===== config.mk =====
export PLATFORM = sky130hd
export DESIGN_NAME = security_lock
export DESIGN_NICKNAME = d
export VERILOG_FILES = /design/src/inc/lock_pkg.sv /design/src/rtl/pin_sync3.sv /design/src/rtl/key_vote.sv /design/src/rtl/security_lock.sv
export VERILOG_INCLUDE_DIRS = /design/src /design/src/inc
export SDC_FILE = /design/constraint.sdc
export NUM_CORES = 1
export LEC_CHECK = 0
export BUFFER_PORTS_ARGS = -buffer_cell sky130_fd_sc_hd__buf_2
export CORE_AREA = 2 2 138 126
export CTS_BUF_LIST = sky130_fd_sc_hd__clkbuf_4 sky130_fd_sc_hd__clkbuf_8
export DETAILED_ROUTE_END_ITERATION = 6
export DIE_AREA = 0 0 140 128
export PLACE_DENSITY = 0.76
export SYNTH_ARGS = -nofsm -noshare
export SYNTH_HDL_FRONTEND = slang
export SYNTH_SLANG_ARGS = --single-unit

===== constraint.sdc =====
create_clock -name clk -period 3.49 [get_ports clk]
set_input_delay 0.1745 -clock clk [delete_from_list [all_inputs] [get_ports clk]]
set_output_delay 0.1745 -clock clk [all_outputs]
set_load 0.01 [all_outputs]

===== src/inc/lock_cfg.svh =====
// Constants for the security lock block
`ifndef LOCK_CFG_SVH
`define LOCK_CFG_SVH
`define LOCK_KEY_BITS 32
`define LOCK_VOTE_MIN 28
`define LOCK_VOTE_CNT_W 6
`define LOCK_PROT_W 2
`define LOCK_BLK_IDX_W 4
`define LOCK_PROT_OPEN 2'h0
`define LOCK_PROT_VERIFY_MAX 2'h1
`define LOCK_KEY_RESET 32'h0000_0000
`define LOCK_DATA_RESET 32'h0000_0000
`endif


===== src/inc/lock_pkg.sv =====
// Types shared by the security lock block
`include "lock_cfg.svh"
package lock_pkg;
    typedef enum logic [3:0] {
        OP_LOAD_KEY,
        OP_COMMIT_KEY,
        OP_READ_LATCH,
        OP_ERASE_ALL,
        OP_PROG_ALL,
        OP_VERIFY_ALL,
        OP_ERASE_BLK,
        OP_PROG_BLK,
        OP_VERIFY_BLK,
        OP_SET_PROT
    } cmd_op_t;
    typedef enum logic {PORT_JTAG, PORT_SWD} dbg_port_t;
    typedef enum logic [1:0] {RSP_OK, RSP_REJECT, RSP_FAIL} rsp_status_t;
    typedef struct packed {
        cmd_op_t op;
        dbg_port_t port;
        logic [`LOCK_BLK_IDX_W-1:0] blk;
        logic [`LOCK_PROT_W-1:0] level;
        logic [`LOCK_KEY_BITS-1:0] data;
    } cmd_t;
    typedef struct packed {
        rsp_status_t status;
        logic [`LOCK_KEY_BITS-1:0] data;
    } rsp_t;
endpackage


===== src/rtl/pin_sync3.sv =====
// Three-stage pin synchroniser with agreement filter
`timescale 1ns/100ps
`default_nettype none
module pin_sync3
(
    input wire logic clk,
    input wire logic rstn,
    input wire logic pin,
    output logic q
);
    logic s1_r, s2_r, s3_r, q_r;
    logic q_nxt;

    // Output follows only once the last two stages agree
    always_comb
    begin
        q_nxt = (s2_r == s3_r) ? s3_r : q_r;
    end

    // First stage feeds the second stage only
    always_ff @(posedge clk or negedge rstn)
    begin
        if (!rstn)
        begin
            s1_r <= 1'b0;
            s2_r <= 1'b0;
            s3_r <= 1'b0;
            q_r <= 1'b0;
        end
        else
        begin
            s1_r <= pin;
            s2_r <= s1_r;
            s3_r <= s2_r;
            q_r <= q_nxt;
        end
    end

    assign q = q_r;
endmodule
`default_nettype wire


===== src/rtl/key_vote.sv =====
// Super-majority comparison of latch cells against the key
`timescale 1ns/100ps
`default_nettype none
`include "lock_cfg.svh"
module key_vote
#(
    parameter int W = `LOCK_KEY_BITS,
    parameter int MIN = `LOCK_VOTE_MIN,
    parameter logic [W-1:0] KEY = '0
)
(
    input wire logic [W-1:0] cells,
    output logic match
);
    logic [W-1:0] agree;
    logic [`LOCK_VOTE_CNT_W-1:0] cnt;

    // Refuse a threshold or width that the vote counter cannot serve
    if (MIN < 1 || MIN > W || W >= (1 << `LOCK_VOTE_CNT_W))
    begin : g_bad_cfg
        $error("key_vote: threshold or width out of range");
    end

    // One agreement bit per cell
    genvar i;
    generate
        for (i = 0; i < W; i++)
        begin : g_bit
            assign agree[i] = ~(cells[i] ^ KEY[i]);
        end
    endgenerate

    // Count agreeing cells; a few failed cells do not drop the lock
    always_comb
    begin
        cnt = '0;
        for (int k = 0; k < W; k++)
            cnt = cnt + {{(`LOCK_VOTE_CNT_W-1){1'b0}}, agree[k]};
        match = (cnt >= `LOCK_VOTE_CNT_W'(MIN));
    end
endmodule
`default_nettype wire


===== src/rtl/security_lock.sv =====
// Device security lock and external flash access gate
// Summary of operation
// - Lock output asserts when at least 28 of 32 latch bits match the key.
// - Locking needs key loaded, committed to nonvolatile cells, then a reset.
// - Lock output is sampled only around reset and decides external access.
// - When locked, debug, test, programming ports stay disabled.
// - While lock output asserts, commits that alter the latch are refused.
// - Key writes accepted only when no flash protection level is set.
// - After committing the key, access continues until the next reset.
// - Protection levels only rise; full device erase alone clears them.
// - Whole-device erase, program and verify over JTAG or SWD.
// - Block erase, program, verify only when block protection allows.
// - Latch contents are readable over the SWD port.
`timescale 1ns/100ps
`default_nettype none
`include "lock_cfg.svh"
module security_lock
#(
    parameter int NBLK = 16,
    parameter logic [`LOCK_KEY_BITS-1:0] KEY = 32'h1234_abcd // Arbitrary value
)
(
    input wire logic clk,
    input wire logic rstn,
    input wire logic [`LOCK_KEY_BITS-1:0] nv_cells,
    output logic [`LOCK_KEY_BITS-1:0] nv_prog_data,
    output logic nv_prog_req,
    input wire logic nv_prog_done,
    input wire logic [NBLK-1:0][`LOCK_PROT_W-1:0] prot_init,
    output logic [NBLK-1:0][`LOCK_PROT_W-1:0] prot_level,
    input wire logic cmd_valid,
    input wire lock_pkg::cmd_t cmd,
    output logic cmd_ready,
    output logic rsp_valid,
    output lock_pkg::rsp_t rsp,
    output logic fl_req,
    output lock_pkg::cmd_op_t fl_op,
    output logic [`LOCK_BLK_IDX_W-1:0] fl_blk,
    output logic [`LOCK_KEY_BITS-1:0] fl_data,
    input wire logic fl_done,
    input wire logic fl_ok,
    input wire logic test_pin,
    output logic jtag_en,
    output logic swd_en,
    output logic debug_en,
    output logic test_en,
    output logic locked
);
    import lock_pkg::*;

    typedef enum logic [1:0] {ST_INIT, ST_IDLE, ST_FLASH, ST_NVPROG} state_t;

    // Block index field must reach every block
    if (NBLK < 1 || NBLK > (1 << `LOCK_BLK_IDX_W))
    begin : g_bad_nblk
        $error("security_lock: NBLK out of range");
    end

    state_t state_r, state_nxt;
    logic locked_r, locked_nxt;
    logic [`LOCK_KEY_BITS-1:0] vol_key_r, vol_key_nxt;
    logic [NBLK-1:0][`LOCK_PROT_W-1:0] prot_r, prot_nxt;
    cmd_t cur_r, cur_nxt;
    logic rsp_valid_r, rsp_valid_nxt;
    rsp_t rsp_r, rsp_nxt;
    logic lock_live, test_sync, any_prot, take, blk_ok, perm;
    logic [`LOCK_PROT_W-1:0] blk_lvl;
    logic full_clr;

    key_vote #(.W(`LOCK_KEY_BITS), .MIN(`LOCK_VOTE_MIN), .KEY(KEY)) u_vote
    (
        .cells(nv_cells),
        .match(lock_live)
    );

    pin_sync3 u_test_sync
    (
        .clk(clk),
        .rstn(rstn),
        .pin(test_pin),
        .q(test_sync)
    );

    // Decode helpers for the command in front of us
    always_comb
    begin
        any_prot = 1'b0;
        for (int b = 0; b < NBLK; b++)
            any_prot = any_prot | (prot_r[b] != `LOCK_PROT_OPEN);
        blk_ok = (32'(cmd.blk) < NBLK);
        blk_lvl = blk_ok ? prot_r[cmd.blk] : `LOCK_PROT_OPEN;
        // Verify tolerates a low level; erase and program need an open block
        perm = (cmd.op == OP_VERIFY_BLK) ? (blk_lvl <= `LOCK_PROT_VERIFY_MAX)
                                         : (blk_lvl == `LOCK_PROT_OPEN);
        take = cmd_valid && cmd_ready;
    end

    // Command sequencer next state
    always_comb
    begin
        state_nxt = state_r;
        locked_nxt = locked_r;
        vol_key_nxt = vol_key_r;
        prot_nxt = prot_r;
        cur_nxt = cur_r;
        rsp_valid_nxt = 1'b0;
        rsp_nxt = rsp_r;
        case (state_r)
            ST_INIT:
            begin
                // First edge after reset release: the only place lock is taken
                locked_nxt = lock_live;
                prot_nxt = prot_init;
                state_nxt = ST_IDLE;
            end
            ST_IDLE:
            begin
                if (take)
                begin
                    rsp_valid_nxt = 1'b1;
                    rsp_nxt.status = RSP_REJECT;
                    rsp_nxt.data = `LOCK_DATA_RESET;
                    cur_nxt = cmd;
                    if (locked_r)
                    begin
                        // Identification read is the only thing left open
                        if (cmd.op == OP_READ_LATCH && cmd.port == PORT_SWD)
                        begin
                            rsp_nxt.status = RSP_OK;
                            rsp_nxt.data = nv_cells;
                        end
                    end
                    else
                    begin
                        case (cmd.op)
                            OP_LOAD_KEY:
                            begin
                                if (!any_prot)
                                begin
                                    vol_key_nxt = cmd.data;
                                    rsp_nxt.status = RSP_OK;
                                end
                            end
                            OP_COMMIT_KEY:
                            begin
                                // Live lock output gates off any rewrite
                                if (!any_prot && !lock_live)
                                begin
                                    rsp_valid_nxt = 1'b0;
                                    state_nxt = ST_NVPROG;
                                end
                            end
                            OP_READ_LATCH:
                            begin
                                if (cmd.port == PORT_SWD)
                                begin
                                    rsp_nxt.status = RSP_OK;
                                    rsp_nxt.data = nv_cells;
                                end
                            end
                            OP_ERASE_ALL, OP_PROG_ALL, OP_VERIFY_ALL:
                            begin
                                rsp_valid_nxt = 1'b0;
                                state_nxt = ST_FLASH;
                            end
                            OP_ERASE_BLK, OP_PROG_BLK, OP_VERIFY_BLK:
                            begin
                                if (blk_ok && perm)
                                begin
                                    rsp_valid_nxt = 1'b0;
                                    state_nxt = ST_FLASH;
                                end
                            end
                            OP_SET_PROT:
                            begin
                                if (blk_ok && cmd.level >= blk_lvl)
                                begin
                                    prot_nxt[cmd.blk] = cmd.level;
                                    rsp_nxt.status = RSP_OK;
                                end
                            end
                            default:
                            begin
                                rsp_nxt.status = RSP_REJECT;
                            end
                        endcase
                    end
                end
            end
            ST_FLASH:
            begin
                if (fl_done)
                begin
                    rsp_valid_nxt = 1'b1;
                    rsp_nxt.status = fl_ok ? RSP_OK : RSP_FAIL;
                    rsp_nxt.data = `LOCK_DATA_RESET;
                    // Protection falls only with a completed full erase
                    if (fl_ok && cur_r.op == OP_ERASE_ALL)
                        prot_nxt = '0;
                    state_nxt = ST_IDLE;
                end
            end
            ST_NVPROG:
            begin
                // Access stays granted after commit; lock waits for reset
                if (nv_prog_done)
                begin
                    rsp_valid_nxt = 1'b1;
                    rsp_nxt.status = RSP_OK;
                    rsp_nxt.data = vol_key_r;
                    state_nxt = ST_IDLE;
                end
            end
            default:
            begin
                state_nxt = ST_INIT;
            end
        endcase
    end

    // Sequencer registers
    always_ff @(posedge clk or negedge rstn)
    begin
        if (!rstn)
        begin
            state_r <= ST_INIT;
            locked_r <= 1'b1;
            vol_key_r <= `LOCK_KEY_RESET;
            prot_r <= '0;
            cur_r <= '0;
            rsp_valid_r <= 1'b0;
            rsp_r <= '0;
        end
        else
        begin
            state_r <= state_nxt;
            locked_r <= locked_nxt;
            vol_key_r <= vol_key_nxt;
            prot_r <= prot_nxt;
            cur_r <= cur_nxt;
            rsp_valid_r <= rsp_valid_nxt;
            rsp_r <= rsp_nxt;
        end
    end

    // Port gating; locked_r powers up set so nothing opens before sampling
    assign jtag_en = !locked_r;
    assign swd_en = !locked_r;
    assign debug_en = !locked_r;
    assign test_en = test_sync && !locked_r;
    assign locked = locked_r;
    assign cmd_ready = (state_r == ST_IDLE);
    assign rsp_valid = rsp_valid_r;
    assign rsp = rsp_r;
    assign fl_req = (state_r == ST_FLASH);
    assign fl_op = cur_r.op;
    assign fl_blk = cur_r.blk;
    assign fl_data = cur_r.data;
    assign nv_prog_req = (state_r == ST_NVPROG);
    assign nv_prog_data = vol_key_r;
    assign prot_level = prot_r;
    // Completed full erase, watched by the protection check
    assign full_clr = (state_r == ST_FLASH) && fl_done && fl_ok && (cur_r.op == OP_ERASE_ALL);

    // Checks on the lock and the access gate
    a_lock_only_reset: assert property (@(posedge clk) disable iff (!rstn)
        (state_r != ST_INIT) |=> $stable(locked_r))
        else $error("lock decision changed outside reset");
    a_ports_gated: assert property (@(posedge clk) disable iff (!rstn)
        locked_r |-> !jtag_en && !swd_en && !debug_en && !test_en)
        else $error("port enabled while locked");
    a_vote_exact: assert property (@(posedge clk) disable iff (!rstn)
        ($countones(nv_cells ~^ KEY) >= `LOCK_VOTE_MIN) |-> lock_live)
        else $error("vote missed a near match");
    a_vote_short: assert property (@(posedge clk) disable iff (!rstn)
        ($countones(nv_cells ~^ KEY) < `LOCK_VOTE_MIN) |-> !lock_live)
        else $error("vote passed below the threshold");
    a_commit_guard: assert property (@(posedge clk) disable iff (!rstn)
        $rose(nv_prog_req) |-> !$past(lock_live) && !$past(any_prot))
        else $error("latch commit while locked or protected");
    a_key_refused: assert property (@(posedge clk) disable iff (!rstn)
        (take && cmd.op == OP_LOAD_KEY && any_prot) |=> rsp_valid && rsp.status == RSP_REJECT
        ##1 $stable(vol_key_r))
        else $error("key load accepted with protection set");
    a_prot_clear: assert property (@(posedge clk) disable iff (!rstn)
        (state_r != ST_INIT && $fell(any_prot)) |-> $past(full_clr))
        else $error("protection cleared without full erase");
    a_blk_perm: assert property (@(posedge clk) disable iff (!rstn)
        (fl_req && (fl_op == OP_ERASE_BLK || fl_op == OP_PROG_BLK))
        |-> prot_r[fl_blk] == `LOCK_PROT_OPEN)
        else $error("block write issued on protected block");
    a_swd_read: assert property (@(posedge clk) disable iff (!rstn)
        (take && cmd.op == OP_READ_LATCH && cmd.port == PORT_JTAG)
        |=> rsp_valid && rsp.status == RSP_REJECT)
        else $error("latch read allowed over JTAG");
    a_flash_done: assert property (@(posedge clk) disable iff (!rstn)
        (fl_req && fl_done) |=> rsp_valid && cmd_ready && !fl_req)
        else $error("flash completion not answered");

    c_locked_boot: cover property (@(posedge clk) disable iff (!rstn)
        $fell(state_r == ST_INIT) && locked_r);
    c_full_erase: cover property (@(posedge clk) disable iff (!rstn)
        fl_req && fl_done && fl_ok && fl_op == OP_ERASE_ALL && any_prot);
    c_commit: cover property (@(posedge clk) disable iff (!rstn)
        nv_prog_req && nv_prog_done);
    c_blk_reject: cover property (@(posedge clk) disable iff (!rstn)
        take && cmd.op == OP_ERASE_BLK && !perm);
endmodule
`default_nettype wire


* Yosys cells after proc, flatten, opt, wreduce, memory -nomap -nowiden
Cells that the tools add are included.
Operators by class: order comparisons 5, multiplexer cells 41, equality and inequality tests 24, multiply operators 0, shift operators 0, div/mod/pow operators 0, reductions and logical operators 37, bitwise gates (word level) 34, $add $sub $neg 31
Operator list (number):
- two-way mux 32 bit | 7
- adder 6 x 1 -> 6 bit | 26
- two-way mux 34 bit | 4
- one-hot mux 34 bit (3 select lines) | 1
- one-hot mux 32 bit (3 select lines) | 1
- two-way mux 33 bit | 2
- bitwise mux 32 bit | 1
- nonzero test 2 bit | 16
- NOT 1 bit | 19
- two-way mux 2 bit | 9
- == test 4 x 3 -> 1 bit, second input constant | 4
- bitwise OR 1 bit | 15
- AND reduction 7 bit | 2
- == test 4 x 2 -> 1 bit, second input constant | 3
- != test 2 x 1 -> 1 bit, second input constant | 6
- one-hot mux 2 bit (3 select lines) | 2
- two-way mux 1 bit | 9
- binary-select mux 2 bit (select 4 bit) | 1
- demux 2 bit (select 4 bit) | 1
- == test 4 bit, second input constant | 2
- one-hot mux 2 bit (4 select lines) | 1
- adder 5 x 1 -> 6 bit | 1
- greater-or-equal comparator 6 x 5 -> 1 bit, second input constant | 1
- logical AND 1 bit | 6
- other kinds (24) | 32
Storage, ports and cells: ROM bits 0, bits of input ports 114, bits in latches 0, bits in registers 146, memories kept 0, bits in writable memories 0, output and inout port bits 147, logic and storage cells 201

* Longest topological paths before layout
depth in word-level cells 40, depth in mapped cells 20, gate-level depth less buffers 20

* Modules after synthesis
A second synthesis with hierarchy kept.
Second synthesis, totals: cell total of the unflattened synthesis 681, area total of the unflattened synthesis 7706.1 sq um
Modules (own cells, without submodules):
- security_lock | sequential area each 3554.7 sq um, cells each 589, area each 6717.7 sq um, instances 1
- key_vote | sequential area each 0.0 sq um, cells each 87, area each 877.1 sq um, instances 1
- pin_sync3 | sequential area each 100.1 sq um, cells each 5, area each 111.4 sq um, instances 1

* Least setup slack after synthesis
No wires, ideal clock.
kind in2reg, start input nv_cells[0], end register state_r[0], arrival time 5.202 ns, setup slack -1.792 ns, library setup time 0.079 ns, path buffers 0, data required time 3.411 ns, stages on the path 18, cells stage by stage inv_1 fa_1 fa_1 inv_1 fa_1 fa_1 fa_1 fa_1 inv_1 fa_1 inv_1 ha_1 a21oi_1 o211ai_1 nor4b_1 a2bb2oi_1 o211a_1 mux2i_1
Between the ends: cells in the longest elaborated chain, start to end 36
Ends and longest elaborated chain:
- start, declared | RTL line security_lock.sv:25 | input wire logic [`LOCK_KEY_BITS-1:0] nv_cells,
- adder 1 x 1 -> 2 bit | RTL line key_vote.sv:38 | cnt = cnt + {{(`LOCK_VOTE_CNT_W-1){1'b0}}, agree[k]};
- adder 2 x 1 -> 3 bit | RTL line key_vote.sv:38
- adder 3 x 1 -> 4 bit | RTL line key_vote.sv:38
- adder 4 x 1 -> 5 bit | RTL line key_vote.sv:38
- adder 5 x 1 -> 6 bit | RTL line key_vote.sv:38
- adder 6 x 1 -> 6 bit (26 in series) | RTL line key_vote.sv:38
- greater-or-equal comparator 6 x 5 -> 1 bit | RTL line key_vote.sv:39 | match = (cnt >= `LOCK_VOTE_CNT_W'(MIN));
- logical NOT 1 bit | RTL line security_lock.sv:147 | if (!any_prot && !lock_live)
- logical AND 1 bit | RTL line security_lock.sv:147
- != test 3 bit (no line)
- AND reduction 7 bit (no line)
- end signal, assigned | RTL line security_lock.sv:236 | state_r <= state_nxt;
- end, declared | RTL line security_lock.sv:59 | state_t state_r, state_nxt;
Every way passes these cells. A chain may end at the register's enable or synchronous reset.

* Worst setup path in the final report
start input nv_cells[1], end register state_r[1]
Between the ends: cells in the longest elaborated chain, start to end 37
Ends and longest elaborated chain:
- NOT 1 bit | RTL line key_vote.sv:29 | assign agree[i] = ~(cells[i] ^ KEY[i]);
- adder 1 x 1 -> 2 bit | RTL line key_vote.sv:38
- adder 2 x 1 -> 3 bit | RTL line key_vote.sv:38
- adder 3 x 1 -> 4 bit | RTL line key_vote.sv:38
- adder 4 x 1 -> 5 bit | RTL line key_vote.sv:38
- adder 5 x 1 -> 6 bit | RTL line key_vote.sv:38
- adder 6 x 1 -> 6 bit (26 in series) | RTL line key_vote.sv:38
- greater-or-equal comparator 6 x 5 -> 1 bit | RTL line key_vote.sv:39
- logical NOT 1 bit | RTL line security_lock.sv:147
- logical AND 1 bit | RTL line security_lock.sv:147
- != test 3 bit (no line)
- AND reduction 7 bit (no line)
Every way passes these cells.

==> run_results.csv <==
group,metric,value,unit
clock_tree,h-tree-depth,4,
placement,io_buffers,260,
status,failed_checks,"design-rule violations, negative setup slack",
power,p_per_area,850,mW/mm^2
cells_and_area,fillers,1310,
cells_and_area,nets,1182,
worst_setup_path,worstSetupStartpointType,"input pin",
synthesis,synthFlopType,"dfrtp_1",
route,drt-total-wl,23400,microns
clock_tree,clockBufferDepth,2,
route,drc,38,
cells_and_area,multi_input_area,0.00376,sq mm
flow_run,cap_violations,0,
clock_tree,clk_pin_slew,90,ps
worst_setup_path,cp_slowest_cell,"fa_1",
worst_setup_path,rr_endpoint,"prot_level[8]$_DFFE_PN0P_",
timing,skew,17.7,ps
floorplanning,dieArea,0.0179,sq mm
timing,fmax,201,MHz
timing,hold_violations,0,
worst_setup_path,cp_data_required_time,3840,ps
cells_and_area,final_cell_mix,"buf_2 (257), dfrtp_1 (145), a21oi_1 (70), mux2_2 (66), nor2_1 (59)",
timing,finalSetupViolCount,4,
placement,place_congestion,0.934,
synthesis,avgSynthCellArea,10.7,sq um
worst_setup_path,worst-path-stages,19,
global_routing,grt_antenna_before_repair,3,
timing,max-slew-margin-rel,52.0,%
clock_tree,cts.sinks,146,
clock_tree,worstSkewPairLatency,460,ps
route,drtPass1Iterations,7,
route,vias,6925,
worst_setup_path,crit_end,"state_r[1]$_DFFE_PN0P_",
synthesis,yosysWarnings,0,
synthesis,synth_cells,725,
worst_setup_path,arrival,5310,ps
global_routing,grt_max_degree,80,
worst_setup_path,endpoint_kind,"flop",
worst_setup_path,cp.buffers_inverters,4,
global_routing,grt_pass1_vias,6621,
worst_setup_path,ff2ff_path_depth,11,
synthesis,async_flop_share,100,%
route,dr.first_iter.drc_count,591,
floorplanning,start_util,46.7,%
synthesis,synth_xor_xnor_area_share,0.113,%
worst_setup_path,path_delay_family,"adder cells",
clock_tree,cts_tree,"built",
timing,rsz0062_at_grt,"true",
global_routing,grt_overflow,0,
hold_path,hold_class,"input pin to flop",
cells_and_area,drive_above_1_share,40.1,%
synthesis,synth_compound_area_share,15.4,%
cells_and_area,final_area,0.0103,sq mm
placement,pre_cts_slack,-1980,ps
clock_tree,cts_root_buf,"clkbuf_8",
route,vias_per_cell,5.51,
route,post_drt_wl_per_cell,18.6,microns
floorplanning,io_pins,261,
power,totalPowerFinal,8740,uW
worst_setup_path,r2r-start,"prot_level[28]$_DFFE_PN0P_",
synthesis,synth_nets,878,
timing,tns,-5560,ps
floorplanning,die_y,128,microns
worst_setup_path,r2r_slack,350,ps
placement,hpwl,16800,microns
floorplanning,num_rows,45,
synthesis,synth_mux_area_share,12.2,%
synthesis,synth_top_family_by_area,"compound AO/OA/AOI/OAI gates",
worst_setup_path,crit_fanout,3,
synthesis,yosys.area_share.simple,11.0,%
timing,worstMarginPinSlew,720,ps
timing,slew_violations,0,
clock_tree,numCtsBuffers,17,
synthesis,synthAdderAreaFrac,8.74,%
cells_and_area,area_growth_syn_to_layout,32.5,%
power,p_leak,0.00506,uW
timing,fin_ws,-1470,ps
power,power.ir.vdd_worst,542,uV
synthesis,synth-edff-count,0,
synthesis,syn_area,0.00776,sq mm
floorplanning,fp.dieW,140,microns
worst_setup_path,worst_path_largest_cell_delay,590,ps
placement,placed_cell_area,0.00939,sq mm
synthesis,ys_ff_latch,146,
worst_setup_path,crit_type,"input pin to flop",
timing,period_minus_slack,4960,ps
synthesis,synthDistinctLibCells,49,
synthesis,ys_seq_area_share,47.1,%
floorplanning,coreArea,0.0166,sq mm
status,status,"finished with violations",
cells_and_area,layout_commonest_cell,"buf_2",
global_routing,grt_pass1_wl,35500,microns
cells_and_area,seq_area,0.00365,sq mm
route,drtAntennaViolNets,0,
worst_setup_path,crit_path_start,"nv_cells[1]",
timing,fin_crit_sh,142,%
global_routing,grt_use_total,25.6,%
worst_setup_path,path_cells,"buf_8, fa_1, fa_1, inv_1, fa_2, fa_2, inv_2, fa_1, fa_2, fa_1, inv_2, ha_4, fa_2, xor2_1, nand3_1, nor3b_2, a2bb2oi_2, o211a_1, o21a_1",
[synthesized netlist by cell type, types with 2 or more instances]
cell       number  area, sq um
nor2b_1        37          231
nand2_1        17         63.8
clkbuf_1       32          120
mux2_2         66          743
buf_2           2         10.0
o2bb2ai_1      32          280
a22oi_1        40          300
nor2_1         61          229
fa_1           24          480
o41ai_1         2         17.5
a21oi_1        71          355
nand3_1         9         45.0
ha_1           15          188
inv_1          61          229
mux2i_1        17          170
nor4_1         10         62.6
or2_2           2         12.5
o22ai_1         3         18.8
and3b_1         2         17.5
mux2_1          3         33.8
o21a_1          2         15.0
o21ai_0        25          125
nor3_1          5         25.0
buf_1           3         11.3
nand3b_1        2         15.0
nand4_1         5         31.3
nand2b_1        6         37.5
buf_4           3         22.5
and2_1          2         12.5
buf_6           3         33.8
dfrtp_1       145         3630
[metrics by stage]
step | util, % | cells | hold slack, ps
floorplan | - | 725 | -121
global placement | 56.5 | 1181 | 209
detailed placement | 56.5 | 1181 | 211
CTS | 61.6 | 1250 | 20.1
global route | 61.9 | 1255 | 48.7
finish | 61.9 | 1256 | 37.9
[state kept, by name, indices dropped and copies added (netlist names), 2 cells and up]
name          cells
fl_data          32
fl_blk            4
prot_level       32
state_r           2
nv_prog_data     32
fl_op             4
rsp              34
[metal layers]
metal  part of all wire [%]  vias to the layer above  global-route usage [%]
met5                  0.069                        -                       0
met4                    2.4                        2                    9.21
met3                    7.8                       46                    5.98
met2                     47                      315                    40.0
met1                     43                     3396                    35.2
li1                       -                     3166                       -
[cell type report]
class | instances | share of cell area [%]
Clock buffer | 17 | 2.28
Clock inverter | 15 | 1.92
Sequential cell | 146 | 35.5
Tap cell | 211 | 2.57
Multi-Input combinational cell | 475 | 36.6
Antenna cell | 3 | 0.0730
Timing Repair Buffer | 328 | 18.8
Inverter | 61 | 2.23
[worst reg2reg max path, stage by stage, from the launching register on]
cell and delay [ps]:
dfrtp_1 460, mux2i_1 210, a22oi_1 130, nand4_1 120, o21ai_0 110, ha_1 290, nand2b_1 90, a21oi_1 80
o41ai_1 440, and3b_1 550, o21ai_0 300, o2bb2ai_1 210
[cell families (layout without fill, tap and decap cells)]
| logic type | after synthesis | after routing |
|---|---|---|
| and+or+nand+nor | 164 | 164 |
| DFF | 146 | 146 |
| AOI/OAI and AO/OA | 184 | 184 |
| xor gates and xnor gates | 1 | 1 |
| adders and majority gates | 40 | 40 |
| other | 0 | 3 |
| buffers and inverters | 104 | 421 |
| muxes | 86 | 86 |
[how the worst min path moves through the flow]
stage,startpoint,end,slack (ps),depth (start not counted)
finish,nv_cells[22],rsp[22]$_DFFE_PN0P_,40,3
global route,nv_cells[22],rsp[22]$_DFFE_PN0P_,50,3
CTS,nv_cells[22],rsp[22]$_DFFE_PN0P_,20,3
detailed placement,rstn,prot_level[9]$_DFFE_PN0P_,210,1
global placement,rstn,prot_level[9]$_DFFE_PN0P_,210,1
floorplan,rstn,fl_blk[0]$_DFFE_PN0P_,-120,0
[timing repair]
item	CTS	global route
buffers inserted	2	3
hold buffers	35	0
pin swaps	4	4
gates cloned	0	0
hold endpoints to repair	133	0
setup endpoints to repair	4	4
gates resized for setup	7	9
[power by group]
group          total (uW)  switching, uW  leakage, uW  internal, uW
clock network        1450            726     0.000209           729
logic                4570           2580      0.00301          1990
registers            2710            425      0.00185          2280
No activity file was read; power rests on OpenSTA's default activity.
